--- src/rtl/usb_status_pkg.sv ---
// package of constants and types for the usb status and charger signalling block
package usb_status_pkg;

  // ****************************************
  // register offsets (byte addresses, word aligned)
  // ****************************************
  localparam logic [7:0] OFS_CONTROL   = 8'h00;  // control bits
  localparam logic [7:0] OFS_STATUS    = 8'h04;  // live state
  localparam logic [7:0] OFS_IRQ_STAT  = 8'h08;  // sticky events
  localparam logic [7:0] OFS_IRQ_MASK  = 8'h0C;  // interrupt enables
  localparam logic [7:0] OFS_CHG_MAP   = 8'h10;  // charger code mapping

  // ****************************************
  // control field positions
  // ****************************************
  localparam int CTL_HALF_DUPLEX = 0;  // transmit-enable output in use
  localparam int CTL_LED_ENABLE  = 1;  // activity indicators in use

  // ****************************************
  // reset values
  // ****************************************
  localparam logic [1:0] CTL_RESET     = 2'h0;
  localparam logic [7:0] CHG_MAP_RESET = 8'hE4;  // 11,10,01,00 per type slot
  localparam logic [4:0] MASK_RESET    = 5'h00;

  // ****************************************
  // charger type slots (index into mapping)
  // ****************************************
  localparam logic [1:0] CHG_UNCONFIG = 2'h0;
  localparam logic [1:0] CHG_SDP      = 2'h1;
  localparam logic [1:0] CHG_CDP_DCP  = 2'h2;
  localparam logic [1:0] CHG_SUSPEND  = 2'h3;

  // ****************************************
  // interrupt event bit positions
  // ****************************************
  localparam int EV_VBUS_ON  = 0;
  localparam int EV_VBUS_OFF = 1;
  localparam int EV_DETECT   = 2;
  localparam int EV_WAKE     = 3;
  localparam int EV_SUSPEND  = 4;

  // ****************************************
  // timing: led stretch
  // ****************************************
  localparam int LED_HOLD_NS   = 20000;
  localparam int CLK_PERIOD_NS = 5;
  localparam int LED_HOLD_CYC  = LED_HOLD_NS / CLK_PERIOD_NS;
  localparam int CNT_W         = 12;

  // detected port kind from the analogue detector
  typedef enum logic [1:0] {
    PORT_SDP = 2'b00,
    PORT_CDP = 2'b01,
    PORT_DCP = 2'b10
  } port_kind_t;

  // charger detection sequencer states
  typedef enum logic [1:0] {
    DET_IDLE = 2'b00,
    DET_RUN  = 2'b01,
    DET_DONE = 2'b10
  } det_state_t;

  // map a type slot through the mapping register
  function automatic logic [1:0] map_code(input logic [7:0] map, input logic [1:0] slot);
    map_code = map[{slot, 1'b0} +: 2];
  endfunction

endpackage

--- src/rtl/usb_status_evt_if.sv ---
// interface carrying activity events to the led stretchers
interface usb_status_evt_if;
  logic rx_evt;  // usb receive traffic pulse
  logic tx_evt;  // usb transmit traffic pulse
  logic enable;  // indicators in use
  modport src (output rx_evt, output tx_evt, output enable);
  modport dst (input rx_evt, input tx_evt, input enable);
endinterface

--- src/rtl/usb_activity_led.sv ---
// activity led stretcher for usb receive and transmit traffic
module usb_activity_led
  import usb_status_pkg::*;
(
  // clock and reset
  input  wire logic           i_ref_clk,
  input  wire logic           i_rst,
  // events
  usb_status_evt_if.dst       evt,
  // leds, active low
  output logic                o_rx_led_n,
  output logic                o_tx_led_n
);

  logic [CNT_W-1:0] rx_cnt;  // receive hold counter
  logic [CNT_W-1:0] tx_cnt;  // transmit hold counter

  // ****************************************
  // stretch counters
  // ****************************************
  always_ff @(posedge i_ref_clk)
  begin
    if (i_rst || !evt.enable)
    begin
      rx_cnt <= '0;
      tx_cnt <= '0;
    end
    else
    begin
      // reload on traffic, else count down
      if (evt.rx_evt)
        rx_cnt <= CNT_W'(LED_HOLD_CYC);
      else if (rx_cnt != '0)
        rx_cnt <= rx_cnt - 1'b1;
      if (evt.tx_evt)
        tx_cnt <= CNT_W'(LED_HOLD_CYC);
      else if (tx_cnt != '0)
        tx_cnt <= tx_cnt - 1'b1;
    end
  end

  // ****************************************
  // registered active-low outputs
  // ****************************************
  always_ff @(posedge i_ref_clk)
  begin
    if (i_rst)
    begin
      o_rx_led_n <= 1'b1;
      o_tx_led_n <= 1'b1;
    end
    else
    begin
      o_rx_led_n <= !(evt.enable && (evt.rx_evt || rx_cnt != '0));
      o_tx_led_n <= !(evt.enable && (evt.tx_evt || tx_cnt != '0));
    end
  end

endmodule

--- src/rtl/usb_status_charger.sv ---
// top of the usb status, charger detection and line signalling block
module usb_status_charger
  import usb_status_pkg::*;
(
  // clock and reset
  input  wire logic       i_ref_clk,
  input  wire logic       i_rst,
  // register port
  input  wire logic [7:0] i_addr,
  input  wire logic [7:0] i_wdata,
  input  wire logic       i_wr,
  input  wire logic       i_rd,
  output logic      [7:0] o_rdata,
  // usb core status
  input  wire logic       i_suspended,
  input  wire logic       i_configured,
  input  wire logic       i_usb_rx_evt,
  input  wire logic       i_usb_tx_evt,
  output logic            o_remote_wakeup,
  // bus power and detector
  input  wire logic       i_vbus_present,
  input  wire logic       i_det_done,
  input  wire logic [1:0] i_det_kind,
  output logic            o_det_start,
  // serial transmitter status
  input  wire logic       i_tx_char_pending,
  input  wire logic       i_tx_shifting,
  // controller side
  input  wire logic       i_wake,
  output logic            o_low_power,
  output logic            o_line_driver_enable,
  output logic            o_charger_type_bit0,
  output logic            o_charger_type_bit1,
  output logic            o_full_speed_plus_line_pullup,
  output logic            o_receive_activity_led_n,
  output logic            o_transmit_activity_led_n,
  output logic            o_irq
);

  // ****************************************
  // declarations
  // ****************************************
  logic [1:0]  ctrl;          // control bits
  logic [7:0]  chg_map;       // charger code mapping
  logic [4:0]  irq_stat;      // sticky events
  logic [4:0]  irq_mask;      // interrupt enables
  logic [4:0]  events;        // this cycle's events
  logic        vbus_q;        // previous bus power level
  logic        susp_q;        // previous suspend level
  logic        wake_q;        // previous wake level
  det_state_t  det_state;     // detection sequencer
  det_state_t  next_det;      // next sequencer state
  port_kind_t  kind;          // latched detected kind
  logic [1:0]  slot;          // current charger type slot
  logic [1:0]  code;          // mapped code
  logic        wake_rise;     // wake edge
  logic        vbus_rise;     // power arrived
  logic        vbus_fall;     // power removed

  usb_status_evt_if evt_bus ();

  assign wake_rise = i_wake && !wake_q;
  assign vbus_rise = i_vbus_present && !vbus_q;
  assign vbus_fall = !i_vbus_present && vbus_q;

  // ****************************************
  // edge history
  // ****************************************
  // one-cycle history of the level inputs; the reset values match the
  // idle level of each pin so no false edge follows reset
  always_ff @(posedge i_ref_clk)
  begin
    if (i_rst)
    begin
      vbus_q <= 1'b0;
      susp_q <= 1'b0;
      wake_q <= 1'b0;
    end
    else
    begin
      vbus_q <= i_vbus_present;
      susp_q <= i_suspended;
      wake_q <= i_wake;
    end
  end

  // ****************************************
  // detection sequencer
  // ****************************************
  // a drop of bus power in any state returns the sequencer to idle, so a
  // new attach always starts a fresh detection
  always_comb
  begin
    next_det = det_state;
    case (det_state)
      DET_IDLE:
        if (vbus_rise)
          next_det = DET_RUN;
      DET_RUN:
        if (!i_vbus_present)
          next_det = DET_IDLE;
        else if (i_det_done)
          next_det = DET_DONE;
      DET_DONE:
        if (!i_vbus_present)
          next_det = DET_IDLE;
      default:
        next_det = DET_IDLE;
    endcase
  end

  // state register and latched detector result
  always_ff @(posedge i_ref_clk)
  begin
    if (i_rst)
    begin
      det_state   <= DET_IDLE;
      kind        <= PORT_SDP;
      o_det_start <= 1'b0;
    end
    else
    begin
      det_state   <= next_det;
      o_det_start <= (det_state == DET_IDLE) && vbus_rise;
      if (det_state == DET_RUN && i_det_done && i_vbus_present)
        kind <= port_kind_t'(i_det_kind);
    end
  end

  // ****************************************
  // charger type code and pull-up
  // ****************************************
  // pick the type slot from sequencer state, link state and latched kind;
  // losing bus power forces the no-charger slot at once, so the code
  // outputs fall on the same edge as the pull-up instead of one later
  always_comb
  begin
    // no finished detection, or power just gone: report no charger
    if (det_state != DET_DONE || !i_vbus_present)
      slot = CHG_UNCONFIG;
    else if (i_suspended)
      slot = CHG_SUSPEND;
    else if (kind == PORT_SDP && !i_configured)
      slot = CHG_UNCONFIG;
    else if (kind == PORT_SDP)
      slot = CHG_SDP;
    else
      slot = CHG_CDP_DCP;
    code = map_code(chg_map, slot);
  end

  always_ff @(posedge i_ref_clk)
  begin
    if (i_rst)
    begin
      o_charger_type_bit0           <= 1'b0;
      o_charger_type_bit1           <= 1'b0;
      o_full_speed_plus_line_pullup <= 1'b0;
    end
    else
    begin
      o_charger_type_bit0 <= code[0];
      o_charger_type_bit1 <= code[1];
      // dedicated charger never gets the pull-up; the pull-up stays off
      // while detection runs so the host does not see an attach early,
      // and it comes up on the same edge as the charger type code
      o_full_speed_plus_line_pullup <= (next_det == DET_DONE) && (kind != PORT_DCP)
                                       && !(det_state == DET_RUN);
    end
  end

  // ****************************************
  // low power and wakeup
  // ****************************************
  // low-power level follows the link state with one cycle of lag; the
  // wakeup request is a single-cycle pulse on a wake edge while suspended
  always_ff @(posedge i_ref_clk)
  begin
    if (i_rst)
    begin
      o_low_power     <= 1'b1;
      o_remote_wakeup <= 1'b0;
    end
    else
    begin
      o_low_power     <= i_suspended || !i_configured;
      o_remote_wakeup <= wake_rise && i_suspended;
    end
  end

  // ****************************************
  // half-duplex line driver enable
  // ****************************************
  // the shifter-busy input covers the stop bits of the last character, so
  // the driver is released only once the line has gone back to idle
  always_ff @(posedge i_ref_clk)
  begin
    if (i_rst)
      o_line_driver_enable <= 1'b0;
    else
      o_line_driver_enable <= ctrl[CTL_HALF_DUPLEX]
                              && (i_tx_char_pending || i_tx_shifting);
  end

  // ****************************************
  // activity leds
  // ****************************************
  // the stretcher keeps short traffic pulses visible to the eye
  assign evt_bus.rx_evt = i_usb_rx_evt;
  assign evt_bus.tx_evt = i_usb_tx_evt;
  assign evt_bus.enable = ctrl[CTL_LED_ENABLE];

  usb_activity_led u_led (
    .i_ref_clk  (i_ref_clk),
    .i_rst      (i_rst),
    .evt        (evt_bus),
    .o_rx_led_n (o_receive_activity_led_n),
    .o_tx_led_n (o_transmit_activity_led_n)
  );

  // ****************************************
  // interrupt events
  // ****************************************
  // one-cycle event pulses; each is caught by the sticky status below
  always_comb
  begin
    events              = '0;
    events[EV_VBUS_ON]  = vbus_rise;
    events[EV_VBUS_OFF] = vbus_fall;
    events[EV_DETECT]   = (det_state == DET_RUN) && (next_det == DET_DONE);
    events[EV_WAKE]     = wake_rise;
    events[EV_SUSPEND]  = i_suspended && !susp_q;
  end

  // ****************************************
  // register writes and sticky status
  // ****************************************
  always_ff @(posedge i_ref_clk)
  begin
    if (i_rst)
    begin
      ctrl     <= CTL_RESET;
      chg_map  <= CHG_MAP_RESET;
      irq_mask <= MASK_RESET;
      irq_stat <= '0;
    end
    else
    begin
      // set wins over write-one-to-clear
      if (i_wr && i_addr == OFS_IRQ_STAT)
        irq_stat <= (irq_stat & ~i_wdata[4:0]) | events;
      else
        irq_stat <= irq_stat | events;
      if (i_wr && i_addr == OFS_CONTROL)
        ctrl <= i_wdata[1:0];
      else if (i_wr && i_addr == OFS_IRQ_MASK)
        irq_mask <= i_wdata[4:0];
      else if (i_wr && i_addr == OFS_CHG_MAP)
        chg_map <= i_wdata;
    end
  end

  // ****************************************
  // register reads and interrupt output
  // ****************************************
  // read data stand for one cycle after the strobe and are zero otherwise,
  // so a stale value never lingers on the bus
  always_ff @(posedge i_ref_clk)
  begin
    if (i_rst)
    begin
      o_rdata <= '0;
      o_irq   <= 1'b0;
    end
    else
    begin
      o_irq <= |(irq_stat & irq_mask);
      if (!i_rd)
        o_rdata <= '0;
      else if (i_addr == OFS_CONTROL)
        o_rdata <= {6'h00, ctrl};
      else if (i_addr == OFS_STATUS)
        o_rdata <= {kind, det_state, o_full_speed_plus_line_pullup, code, i_vbus_present};
      else if (i_addr == OFS_IRQ_STAT)
        o_rdata <= {3'h0, irq_stat};
      else if (i_addr == OFS_IRQ_MASK)
        o_rdata <= {3'h0, irq_mask};
      else if (i_addr == OFS_CHG_MAP)
        o_rdata <= chg_map;
      else
        o_rdata <= 8'h00;  // unmapped reads zero
    end
  end

endmodule

--- config.mk ---
export PLATFORM = sky130hd
export DESIGN_NAME = usb_status_charger
export DESIGN_NICKNAME = d
export VERILOG_FILES = /design/src/rtl/usb_status_pkg.sv /design/src/rtl/usb_status_evt_if.sv /design/src/rtl/usb_activity_led.sv /design/src/rtl/usb_status_charger.sv
export SDC_FILE = /design/constraint.sdc
export NUM_CORES = 1
export LEC_CHECK = 0
export ABC_AREA = 0
export BUFFER_PORTS_ARGS = -buffer_cell sky130_fd_sc_hd__buf_2
export CAP_MARGIN = 0
export CELL_PAD_IN_SITES_DETAIL_PLACEMENT = 1
export CELL_PAD_IN_SITES_GLOBAL_PLACEMENT = 2
export CORE_MARGIN = 5
export CORE_UTILIZATION = 31
export CTS_BUF_LIST = sky130_fd_sc_hd__clkbuf_8 sky130_fd_sc_hd__clkbuf_16
export CTS_CLUSTER_SIZE = 25
export DETAILED_ROUTE_END_ITERATION = 16
export PLACE_DENSITY = 0.76
export SYNTH_ARGS = -nofsm -noshare
export SYNTH_HDL_FRONTEND = slang
export SYNTH_HIERARCHICAL = 1
export SYNTH_SLANG_ARGS = --single-unit
--- constraint.sdc ---
create_clock -name i_ref_clk -period 1.8 [get_ports i_ref_clk]
set_clock_uncertainty 0.15 [all_clocks]
set_input_delay 0.09 -clock i_ref_clk [delete_from_list [all_inputs] [get_ports i_ref_clk]]
set_output_delay 0.09 -clock i_ref_clk [all_outputs]
set_load 0.01 [all_outputs]
Word-level counts from Yosys, hierarchy flattened

Cells that the tools add are included.

$add $sub $neg: 2
$mul: 0
Div/mod/pow operators: 0
$lt $le $gt $ge: 0
Eq/ne operators: 9
Shift operators: 1
Mux-type cells: 19
Bitwise gates (word level): 8
Reduce and logical (&&, ||, !) cells: 48

Operators with widths:

| operator                                                              | count |
|---|---|
| 12-bit 2-to-1 mux                                                     | 4 |
| 8-bit 2-to-1 mux                                                      | 4 |
| 12-bit nonzero test                                                   | 2 |
| 12-bit by 1-bit subtractor with 12-bit output, second input constant  | 2 |
| 1-bit logical AND                                                     | 19 |
| 2-bit 2-to-1 mux                                                      | 9 |
| 8-bit by 4-bit equality test with 1-bit output, second input constant | 2 |
| 5-bit AND                                                             | 2 |
| 5-bit bitwise OR                                                      | 2 |
| 1-bit zero test                                                       | 9 |
| 8-bit by 3-bit equality test with 1-bit output, second input constant | 1 |
| 8-bit by 5-bit equality test with 1-bit output, second input constant | 1 |
| 8-bit zero test                                                       | 1 |
| 8-bit by 4-bit variable part select with 2-bit output                 | 1 |
| 1-bit logical OR                                                      | 6 |
| 2-bit case mux with 3 select lines                                    | 1 |
| 2-bit OR reduction                                                    | 3 |
| 5-bit 2-to-1 mux                                                      | 1 |
| 5-bit NOT                                                             | 1 |
| 5-bit OR reduction                                                    | 1 |
| 2-bit equality test, second input constant                            | 2 |
| 2-bit zero test                                                       | 2 |
| 2-bit != test, second input constant                                  | 2 |
| 2-bit nonzero test                                                    | 2 |
| 5 further kinds                                                       | 7 |

Bits in registers: 69
Bits in latches: 0
Memory bits (writable): 0
Bits in read-only memories: 0
Input port bits: 31
Output and inout port bits: 18
Logic and storage cells: 112
Memories: 0

Logic depth before layout (Yosys ltp)

Gate-level depths: netlist of run 1.

Depth in word-level cells: 8
Mapped depth: 6
Mapped depth without buffers: 6

Cells and area by module

Netlist of run 1, hierarchy kept.

Modules (own cells, without submodules):

| module             | instances | cells each | area an instance (µm²) | sequential area each (µm²) |
|---|---|---|---|---|
| usb_status_charger | 1         | 212        | 1863.0                 | 860.8 |
| usb_activity_led   | 1         | 144        | 1337.5                 | 520.5 |

Worst setup path after synthesis of run 1

No wires, ideal clock.

Kind: register -> register
Start: reg u_led.tx_cnt[0]
End: reg u_led.tx_cnt[9]
Library setup time: 0.120 ns
Arrival time: 1.553 ns
Required time: 1.530 ns
Setup slack: -0.023 ns
Cell stages (with the launch flop): 7
Path buffers: 0
Period minus slack after synthesis: 1.823 ns
Path through: dfxtp_1 > inv_1 > ha_1 > nor3b_2 > nand3_2 > and3_1 > o31a_1

Longest elaborated chain between the ends: 3
Elaborated cells on any way between the ends: 5
Classes of those cells: add/sub (1); mux (2); reduce/logical (2)

RTL lines:

| element                                       | RTL line               | text |
|---|---|---|
| start, declared                               | usb_activity_led.sv:16 | `logic [CNT_W-1:0] tx_cnt;` |
| start signal, assigned                        | usb_activity_led.sv:36 | `tx_cnt <= CNT_W'(LED_HOLD_CYC);` |
| start signal, assigned                        | usb_activity_led.sv:38 | `tx_cnt <= tx_cnt - 1'b1;` |
| 12-bit by 1-bit subtractor with 12-bit output | usb_activity_led.sv:38 |  |
| 12-bit 2-to-1 mux                             | usb_activity_led.sv:37 | `else if (tx_cnt != '0)` |
| 12-bit 2-to-1 mux                             | usb_activity_led.sv:35 | `if (evt.tx_evt)` |

Several ways; a longest one is shown, not always the timed one. The select of a mux whose other input is x is not followed.
A chain may end at the register's enable or synchronous reset.

Worst setup path after layout of run 1

Start: reg u_led.rx_cnt[0]
End: reg u_led.rx_cnt[6]

Longest elaborated chain between the ends: 1
Elaborated cells on any way between the ends: 2
Classes of those cells: add/sub (1); reduce/logical (1)

RTL lines:

| element                                                                                     | RTL line                                       | text |
|---|---|---|
| start, declared                                                                             | usb_activity_led.sv:15                         | `logic [CNT_W-1:0] rx_cnt;` |
| start signal, assigned                                                                      | usb_activity_led.sv:32                         | `rx_cnt <= CNT_W'(LED_HOLD_CYC);` |
| start signal, assigned                                                                      | usb_activity_led.sv:34                         | `rx_cnt <= rx_cnt - 1'b1;` |
| 12-bit by 1-bit subtractor with 12-bit output / 12-bit nonzero test (equally long branches) | usb_activity_led.sv:34, usb_activity_led.sv:33 |  |

Several ways; a longest one is shown, not always the timed one.

==> impl_results.md, run 1 <==
* EDFF count, synth at 0
* CTS H-tree lvls at 3
* Boundary Pins at 49
* Synth warn at 6
* Synth Instances at 356
* Row count at 37
* Share of layout cells above drive strength 1 at 0.281
* First-pass GRT wire length at 15.4 mm
* CTS Sinks at 69
* Fraction of registers with async set/reset at 0
* Worst vdd ir at 0.373 mV
* Ys flop type: dfxtp_1
* Fin nets at 491
* DR vias/cell at 4.97
* Yosys top cell area share at 0.432
* Largest cells by area after synthesis: dfxtp_1 43%, a21oi_1 4.7%, nor2_1 4.1%
* Source of the critical timing path: u_led/rx_cnt[0]$_SDFFE_PP0P_
* Syn Nets at 389
* Pwr/cell area at 682 nW/um^2
* Max Cap Violations at 0
* Min cycle time layout at 1.74 ns
* Status: finished, final reports clean
* Port-buffer cells at 48
* Height of the chip at 112 um
* R2r startpoint: u_led/rx_cnt[0]$_SDFFE_PP0P_
* Die W at 112 um
* Via count at 2973
* Startpoint Class: flop
* Starting Density at 0.314
* 1st-pass router iterations at 4
* Count of state elements after synthesis at 69
* Diode count at 0
* Die area at 12500 um^2
* Total wire length at 9.17 mm
* Hold WC Path Type: in -> reg
* Layout Cells excl Fill at 598
* Max-slew violations at 0
* Initial antenna violation count at 0
* Core Util, Final at 0.418
* CP Max Fanout at 4
* Clock-pin slew on the worst setup and hold paths at 0.07 ns
* Root Buffer: clkbuf_8
* Total CTS buffers at 9
* Leak Pwr at 1.76 nW
* Post-DRT Antenna Nets at 0
* DR DRC count at 0
* Hold Startpoint: i_addr[2]
* Relative slew slack at 0.698
* Sequential-to-total area share from yosys stat at 0.432
* Final hold violations at 0
* Mapped cell area at 3200 um^2
* Worst-Margin Slew at 0.450 ns
* Clock Latency Late Sink at 0.34 ns
* Grt total ovfl at 0
* Tot GR Track Use at 0.151
* Worst EP arrival at 1.83 ns
* Layout fillers at 1186
* Max Clock Freq at 573 MHz
* Initial drt markers at 124
* Synth unique cells at 61
* Largest net degree at the start of global routing at 24
* RSZ-0062 raised after global routing: yes
* Area Growth Syn to Fin at 33.1%
* Post-Syn Area per Cell at 8.99 um^2
* Core area at 10200 um^2
* Routability Congestion at 0.831
* HPWL Detailed at 6.78 mm
* Final hold slack at 0.0158 ns
* Worst setup EP type: flop
* Number of global-route vias before repair at 3211
* Final worst path period share at 0.969
* CTS max path bufs at 2
* Synth area leader: dfxtp_1
* Final setup fails at 0
* Routed len/inst at 15.3 um
* Placed Instances at 557
* CTS tree: done
* CP Class: reg -> reg
* WP data required at 1.88 ns
-- cells in the mapped netlist (3+ instances only) --
cell type  number
nor4_1          6
a2111oi_0       3
o31a_1          3
o31ai_1         4
nand4_1         3
mux2i_1        11
and2_1          3
nor3_1         12
xnor2_1         7
buf_2           3
a21oi_1        30
o22ai_1         5
nand2_1        33
clkbuf_1        5
nand3_1         3
nand2b_1        9
nor2_1         35
nand4b_1        3
dfxtp_1        69
a22oi_1         8
and3_1          5
and4_1          3
nand3b_1        7
nor4_4          3
o21ai_0         8
nor2b_1        10
inv_1          19
-- per-stage QoR --
step | setup slack [ns] | area [um^2] | setup TNS [ns] | total power (W)
detailed placement | -0.0367 | 3770 | -0.0414 | 0.00176
global route | -0.0600 | 4260 | -0.271 | 0.00304
CTS | -0.00221 | 4180 | -0.00221 | 0.00297
floorplan | 0.0376 | 3210 | 0 | 0.00167
global placement | 0.00380 | 3770 | 0 | 0.00176
finish | 0.0562 | 4260 | 0 | 0.00291
-- cell families (layout without fill, tap and decap cells) --
group	after synthesis	after routing	share of synthesized area
flops	69	69	0.432
mux	11	11	0.0344
simple gates	158	158	0.300
fa+ha+maj	2	2	0.00782
compound gates	77	77	0.161
xor+xnor	9	9	0.0246
buf+inv	30	136	0.0410
-- state kept, by name, summed over array words and instances, names as in the netlist, 2 cells and up --
register / cells
u_led/rx_cnt: 12
det_state: 2
irq_stat: 5
u_led/tx_cnt: 12
irq_mask: 5
chg_map: 8
kind: 2
o_rdata: 8
ctrl: 2
-- cell type report --
type | instances | area (um^2) | area share
Inverter | 19 | 71.3 | 0.0167
Sequential cell | 69 | 1390 | 0.327
Clock buffer | 12 | 165 | 0.0388
Multi-Input combinational cell | 257 | 1750 | 0.410
Tap cell | 136 | 170 | 0.0400
Clock inverter | 3 | 12.5 | 0.00294
Timing Repair Buffer | 102 | 699 | 0.164
-- critical path, cell delays in order (launching register included) --
cell       delay, ns
dfxtp_1         0.34
inv_2           0.07
ha_4            0.13
or3b_1          0.37
a2111oi_1       0.35
xnor2_1         0.18
nor2_1          0.05
-- layout by cell type, fill, tap and decap left out, drive strengths merged, types with 7 or more instances in the layout --
cell / count
a21oi: 30
a22oi: 8
buf: 82
clkbuf: 12
dfxtp: 69
dlygate4sd3: 20
inv: 21
mux2i: 11
nand2: 33
nand2b: 9
nand3b: 7
nor2: 35
nor2b: 11
nor3: 13
nor4: 10
o21ai: 9
xnor2: 7
-- power by group --
| part | switching [W] | total, W | internal (W) |
|---|---|---|---|
| clock | 0.000552 | 0.00115 | 0.000594 |
| combinational | 0.000107 | 0.000206 | 0.0000991 |
| sequential | 0.0000130 | 0.00155 | 0.00154 |
-- repair_timing --
action                                  4_1_cts  5_1_grt
resized for setup                             4       19
pin swaps                                     3        8
buffers inserted                              2        4
hold buffers                                 20        0
endpoints found under the setup margin        3       15
hold endpoints to repair                     41        0
cloned                                        0        0
-- metal layers --
| layer | global-route usage | wire length, um |
|---|---|---|
| met3 | 0.0315 | 269 |
| met5 | 0 | 0 |
| met4 | 0.0454 | 144 |
| met2 | 0.266 | 4550 |
| met1 | 0.184 | 4200 |
-- final timing paths --
check                                      end  slack (ns)  depth (start not counted)
hold reg to reg         irq_stat[4]$_SDFF_PP0_        0.34                          2
setup / recovery  u_led/rx_cnt[6]$_SDFFE_PP0P_        0.06                          6
hold / removal           o_rdata[2]$_SDFF_PP0_        0.02                          3
setup reg to reg  u_led/rx_cnt[6]$_SDFFE_PP0P_        0.06                          6
No activity file was read; power rests on OpenSTA's default activity.
==> run 2, diff against run 1 <==
--- a/config.mk
+++ b/config.mk
@@ -6,7 +6,7 @@
 export NUM_CORES = 1
 export LEC_CHECK = 0
 export ABC_AREA = 0
-export BUFFER_PORTS_ARGS = -buffer_cell sky130_fd_sc_hd__buf_2
+export BUFFER_PORTS_ARGS = -buffer_cell sky130_fd_sc_hd__buf_4
 export CAP_MARGIN = 0
 export CELL_PAD_IN_SITES_DETAIL_PLACEMENT = 1
 export CELL_PAD_IN_SITES_GLOBAL_PLACEMENT = 2
==> run 2 against run 1 <==
Net effect: sequential share of layout area shrank 1.2 points; non-clock buffer count down 1; clock-buffer cell count is the same; final cell count fell by 0.17%; register-to-register slack about the same; critical path depth increased by 1; via count grew 0.77%; first-iteration DRC count fell by 6.5%; die area did not move; critical path type is now in -> reg; largest cell class unchanged.
==> impl_results.md, run 2 (synthesis gave the netlist of run 1 again) <==
* Placed Instances at 551
* CP Max Fanout at 10
* Routed len/inst at 15.5 um
* CP bufs+invs at 2
* Initial antenna violation count at 0
* Die W at 112 um
* Crit path largest cell delay at 0.54 ns
* R2r startpoint: u_led/rx_cnt[0]$_SDFFE_PP0P_
* Uppermost layer routed: met4
* Number of global-route vias before repair at 3120
* Min cycle time layout at 1.74 ns
* Root Buffer: clkbuf_8
* Worst EP arrival at 1.82 ns
* R2R setup slack at 0.07 ns
* Worst vdd ir at 0.508 mV
* HPWL Detailed at 6.74 mm
* CTS Sinks at 69
* Post-DRT Antenna Nets at 0
* Pwr/cell area at 666 nW/um^2
* Routability Congestion at 0.829
* Relative slew slack at 0.675
* CTS max path bufs at 2
* Hold WC Path Type: in -> reg
* Boundary Pins at 49
* Initial drt markers at 116
* Crit-path cells: dlygate4sd3_1, buf_6, or4b_4, nor2_2, o31a_1, o32ai_1, and2_1
* Final hold violations at 0
* Via count at 2996
* Most common cell after layout, fill and taps aside: buf_4
* Max-slew violations at 0
* Clock-pin slew on the worst setup and hold paths at 0.06 ns
* Core area at 10200 um^2
* Top Registers: u_led/rx_cnt x12, u_led/tx_cnt x12
* CTS tree: done
* CP delay by family, top: simple AND/OR/NAND/NOR gates
* Area Growth Syn to Fin at 37.7%
* Met2 Routed Length at 4.78 mm
* DR vias/cell at 5.02
* Hold Startpoint: i_addr[3]
* Reg2reg path depth at 6
* CTS H-tree lvls at 3
* First-pass GRT wire length at 15.0 mm
* Layout Cells excl Fill at 597
* Tot GR Track Use at 0.147
* Max Clock Freq at 573 MHz
* DR DRC count at 0
* Core Util, Final at 0.433
* Worst-Margin Slew at 0.487 ns
* Starting Density at 0.314
* Row count at 37
* Clock Latency Late Sink at 0.34 ns
* Hold path cells at 4
* End of the worst hold path: o_rdata[2]$_SDFF_PP0_
* Final worst path period share at 0.969
* Critical path's slowest cell: dlygate4sd3_1
* Source of the critical timing path: i_suspended
* Total wire length at 9.28 mm
* Worst setup EP type: flop
* R2r endpoint: u_led/rx_cnt[10]$_SDFFE_PP0P_
* Largest net degree at the start of global routing at 24
* Diode count at 0
* Status: finished, final reports clean
* Startpoint Class: input pin
* Final setup fails at 0
* Commonest cells after routing, fill and taps aside: 78 x buf_4, 66 x dfxtp_1, 33 x nor2_1, 33 x nand2_1, 29 x a21oi_1
* Port-buffer cells at 48
* Total CTS buffers at 9
* Die area at 12500 um^2
* Leak Pwr at 1.79 nW
* Share of layout cells above drive strength 1 at 0.282
* Max Cap Violations at 0
* CP Class: in -> reg
* WP data required at 1.88 ns
* 1st-pass router iterations at 4
* Fin nets at 490
* Grt total ovfl at 0
* Height of the chip at 112 um
* WL met3 at 268 um
* M1 WL at 4.09 mm
## run 2: changes by cell type in the layout (fill, tap and decap cells not counted), sizes merged
cell         previous run  this run
buf                    82        79
dlygate4sd3            20        22
## run 2: area by class of cell
class / count / area (um^2)
well taps: 136 / 170
flip-flops and latches: 69 / 1390
repair buffers: 101 / 817
fillers: 1176 / 5780
clock inverters: 3 / 12.5
multi-input cells: 257 / 1780
inverters: 19 / 71.3
clock buffers: 12 / 165
## run 2: metrics by stage
| step | worst slack (ns) | cell area, um^2 | TNS, ns | hold WS (ns) | total power, W |
|---|---|---|---|---|---|
| after floorplan | 0.0376 | 3210 | 0 | 0.0435 | 0.00167 |
| after global placement | 0.0279 | 3840 | 0 | 0.152 | 0.00178 |
| after detailed placement | -0.0784 | 3840 | -0.146 | 0.156 | 0.00178 |
| after CTS | 0.00834 | 4260 | 0 | 0.0252 | 0.00299 |
| after global routing | -0.0342 | 4410 | -0.0750 | 0.0405 | 0.00308 |
| final | 0.0562 | 4410 | 0 | 0.0381 | 0.00294 |
## run 2: timing repair
| item | 4_1_cts | 5_1_grt |
|---|---|---|
| buffers inserted | 1 | 8 |
| hold buffers | 22 | 0 |
| resized for setup | 5 | 22 |
| setup endpoints to repair | 3 | 19 |
| pin swaps | 0 | 10 |
| hold endpoints to repair | 46 | 0 |
## run 2: tightest hold or removal path, cell delays in order
cell and delay (ns):
buf_4 0.17, o22ai_1 0.09, nand2_1 0.07, a21oi_1 0.04
## run 2: worst max-delay path by stage
stage,cells past startpoint,slack [ns],to
4_1_cts,6,0.008,u_led/rx_cnt[7]$_SDFFE_PP0P_
5_1_grt,6,-0.03,u_led/rx_cnt[10]$_SDFFE_PP0P_
2_1_floorplan,6,0.04,u_led/tx_cnt[9]$_SDFFE_PP0P_
6_report,7,0.06,o_rdata[1]$_SDFF_PP0_
3_3_place_gp,6,0.03,u_led/tx_cnt[9]$_SDFFE_PP0P_
3_5_place_dp,6,-0.08,u_led/tx_cnt[7]$_SDFFE_PP0P_
## run 2: per-layer routing
layer | global-route usage | up-vias
met1 | 0.178 | 1463
met4 | 0.0535 | 0
met3 | 0.0304 | 13
li1 | - | 1478
met2 | 0.256 | 42
met5 | 0 | -
## run 2: power breakdown
group	total [W]	switching, W	internal (W)
Combinational	0.000230	0.000109	0.000121
Clock	0.00115	0.000559	0.000594
Sequential	0.00155	0.0000126	0.00154
Total	0.00294	0.000680	0.00226
==> run 3, diff against run 2 <==
--- a/config.mk
+++ b/config.mk
@@ -5,13 +5,13 @@
 export SDC_FILE = /design/constraint.sdc
 export NUM_CORES = 1
 export LEC_CHECK = 0
-export ABC_AREA = 0
+export ABC_AREA = 1
 export BUFFER_PORTS_ARGS = -buffer_cell sky130_fd_sc_hd__buf_4
 export CAP_MARGIN = 0
 export CELL_PAD_IN_SITES_DETAIL_PLACEMENT = 1
 export CELL_PAD_IN_SITES_GLOBAL_PLACEMENT = 2
 export CORE_MARGIN = 5
-export CORE_UTILIZATION = 31
+export CORE_UTILIZATION = 29
 export CTS_BUF_LIST = sky130_fd_sc_hd__clkbuf_8 sky130_fd_sc_hd__clkbuf_16
 export CTS_CLUSTER_SIZE = 25
 export DETAILED_ROUTE_END_ITERATION = 16
==> run 3 against run 2 <==
Net effect: die area rose by 10%; global-route usage rose by 0.25 points; sequential cell count did not move; via count rose by 5.8%; synthesized cell count rose by 28%; area after synthesis rose by 4.1%; clock-buffer cell count fell by 1; non-clock buffer count fell by 25; largest cell class unchanged; largest power group is now the clock network.
==> impl_results.md, run 3 <==
* CTS Sinks at 69
* WP data required at 1.87 ns
* Startpoint Class: input pin
* Setup_tns at 0 ns
* Initial antenna violation count at 0
* Area Growth Syn to Fin at 33.8%
* Row count at 39
* Diode count at 0
* Max Clock Freq at 584 MHz
* Share of layout cells above drive strength 1 at 0.244
* Starting Density at 0.294
* Crit-path cells: dlygate4sd3_1, buf_4, inv_2, buf_6, nand3_1, dlygate4sd3_1
* Sequential-to-total area share from yosys stat at 0.415
* Final setup fails at 0
* Worst-Margin Slew at 0.366 ns
* Mapped cell area at 3330 um^2
* Commonest cells after routing, fill and taps aside: 81 x nand2_1, 69 x dfxtp_1, 62 x inv_1, 50 x buf_4, 44 x nand3_1
* Sw power at 0.000815 W
* Via count at 3171
* Syn Nets at 487
* Commonest cells post-synth: 81 x nand2_1, 69 x dfxtp_1, 62 x inv_1
* Post-CTS Setup Inserts at 0
* Total wire length at 9.51 mm
* Core area at 11300 um^2
* Clock-pin slew on the worst setup and hold paths at 0.06 ns
* Critical path's slowest cell: dlygate4sd3_1
* Most common cell after layout, fill and taps aside: nand2_1
* Pwr/cell area at 845 nW/um^2
* RSZ-0062 raised after global routing: no
* Die area at 13700 um^2
* CP Class: in -> reg
* First-pass GRT wire length at 15.9 mm
* Switch share at 0.216
* DR DRC count at 0
* Worst setup EP type: flop
* Post-DRT Antenna Nets at 0
* Die W at 117 um
* Internal at 0.00295 W
* Root Buffer: clkbuf_16
* Largest cells by area after synthesis: dfxtp_1 41%, nand2_1 9.1%, inv_1 7.0%
* CP Max Fanout at 20
* Max Cap Violations at 0
* EDFF count, synth at 0
* Grt total ovfl at 0
* CTS tree: done
* Routability Congestion at 0.775
* Combinational Power Share at 0.063
* CP most frequent cell: dlygate4sd3_1
* Flop pwr share at 0.415
* Routed len/inst at 13.9 um
* Status: finished, final reports clean
* Height of the chip at 117 um
* DR vias/cell at 4.64
* Number of global-route vias before repair at 3476
* Boundary Pins at 49
* Min cycle time layout at 1.71 ns
* Tot GR Track Use at 0.149
* Leak Pwr at 1.95 nW
* Yosys top cell area share at 0.415
* Top Registers: u_led/rx_cnt x12, u_led/tx_cnt x12
* Synth area leader: dfxtp_1
* Synth Instances at 454
* Fin nets at 568
* Relative slew slack at 0.756
* Fraction of registers with async set/reset at 0
* Count of state elements after synthesis at 69
* Final worst path period share at 0.952
* CP bufs+invs at 5
* Final hold violations at 0
* CTS H-tree lvls at 3
* Largest net degree at the start of global routing at 21
* Worst vdd ir at 0.572 mV
* HPWL Detailed at 7.10 mm
* Synth warn at 6
* Port-buffer cells at 48
* Worst EP arrival at 1.78 ns
* Max-slew violations at 0
* Crit path largest cell delay at 0.56 ns
* Post-Place Worst Slack at 0.127 ns
* Setup ws final at 0.0870 ns
* 1st-pass router iterations at 4
* Core Util, Final at 0.394
* Initial drt markers at 95
* Post-Syn Area per Cell at 7.34 um^2
* Placed cell area at 3860 um^2
* Final instance area at 4460 um^2
* Synth unique cells at 43
* Clock Latency Late Sink at 0.33 ns
* Clk network pwr share at 0.522
* CP delay by family, top: buffers and inverters
* Most frequent cell after synthesis: nand2_1
* Total CTS buffers at 9
* Ys flop type: dfxtp_1
* CTS max path bufs at 2
* Hold WC Path Type: in -> reg
-- run 3: changes by cell type after synthesis, sizes merged, moves of 18 or more --
cell and change:
o21ai +18, inv +56, nand2 +60, nand3 +44, nor2 +24
-- run 3: final timing paths --
| check | from | endpoint | slack (ns) | cells past startpoint |
|---|---|---|---|---|
| max | i_rst | o_low_power$_SDFF_PP1_ | 0.09 | 6 |
| min | i_addr[0] | irq_mask[2]$_SDFFE_PP0P_ | 0.05 | 5 |
| max reg2reg | u_led/rx_cnt[0]$_SDFFE_PP0P_ | u_led/rx_cnt[0]$_SDFFE_PP0P_ | 0.15 | 7 |
| min reg2reg | susp_q$_SDFF_PP0_ | irq_stat[4]$_SDFF_PP0_ | 0.28 | 1 |
-- run 3: worst register-to-register path: stages (launching register included) --
cell and delay (ns):
dfxtp_1 0.33, inv_1 0.08, ha_1 0.19, nand3_1 0.16, nor2_2 0.26, nand2_4 0.16
o21ai_1 0.17, a21oi_1 0.05
-- run 3: timing repair --
action	4_1_cts	5_1_grt
hold buffers	25	0
setup endpoints to repair	0	8
resized for setup	0	6
hold endpoints to repair	37	0
-- run 3: power by group through the flow --
stage                     Clock, W  Combinational (W)  Sequential [W]
after floorplan                  0          0.0000953         0.00159
after global placement           0           0.000191         0.00159
after detailed placement         0           0.000197         0.00159
after CTS                  0.00202           0.000238         0.00156
after global routing       0.00209           0.000262         0.00156
final                      0.00197           0.000237         0.00156
-- run 3: logic make-up after synthesis --
logic type,share of synthesized area
fa+ha+maj,0.00751
xor+xnor,0.00789
flops,0.415
buf+inv,0.101
compound gates,0.146
simple gates,0.323
-- run 3: layer usage --
| layer | wire [um] | share of wire | GRT usage | vias to the layer above |
|---|---|---|---|---|
| li1 | - | - | - | 1625 |
| met1 | 4140 | 0.43 | 0.170 | 1492 |
| met2 | 4860 | 0.51 | 0.268 | 41 |
| met3 | 356 | 0.037 | 0.0401 | 13 |
| met4 | 159 | 0.017 | 0.0512 | 0 |
| met5 | 0 | 0 | 0 | - |
-- run 3: through the flow --
stage               instances  hold slack, ns  power [W]
floorplan                 454          0.0247    0.00169
global placement          643           0.138    0.00178
detailed placement        643           0.144    0.00179
CTS                       684          0.0443    0.00382
global route              683          0.0738    0.00392
finish                    683          0.0525    0.00376
-- run 3: cell type report --
type / count / area [um^2]
clock buffer: 11 / 253
multi-input combinational: 302 / 1630
timing repair buffer: 76 / 638
clock inverter: 5 / 82.6
sequential: 69 / 1380
tap: 143 / 179
fill: 1389 / 6860
inverter: 77 / 292
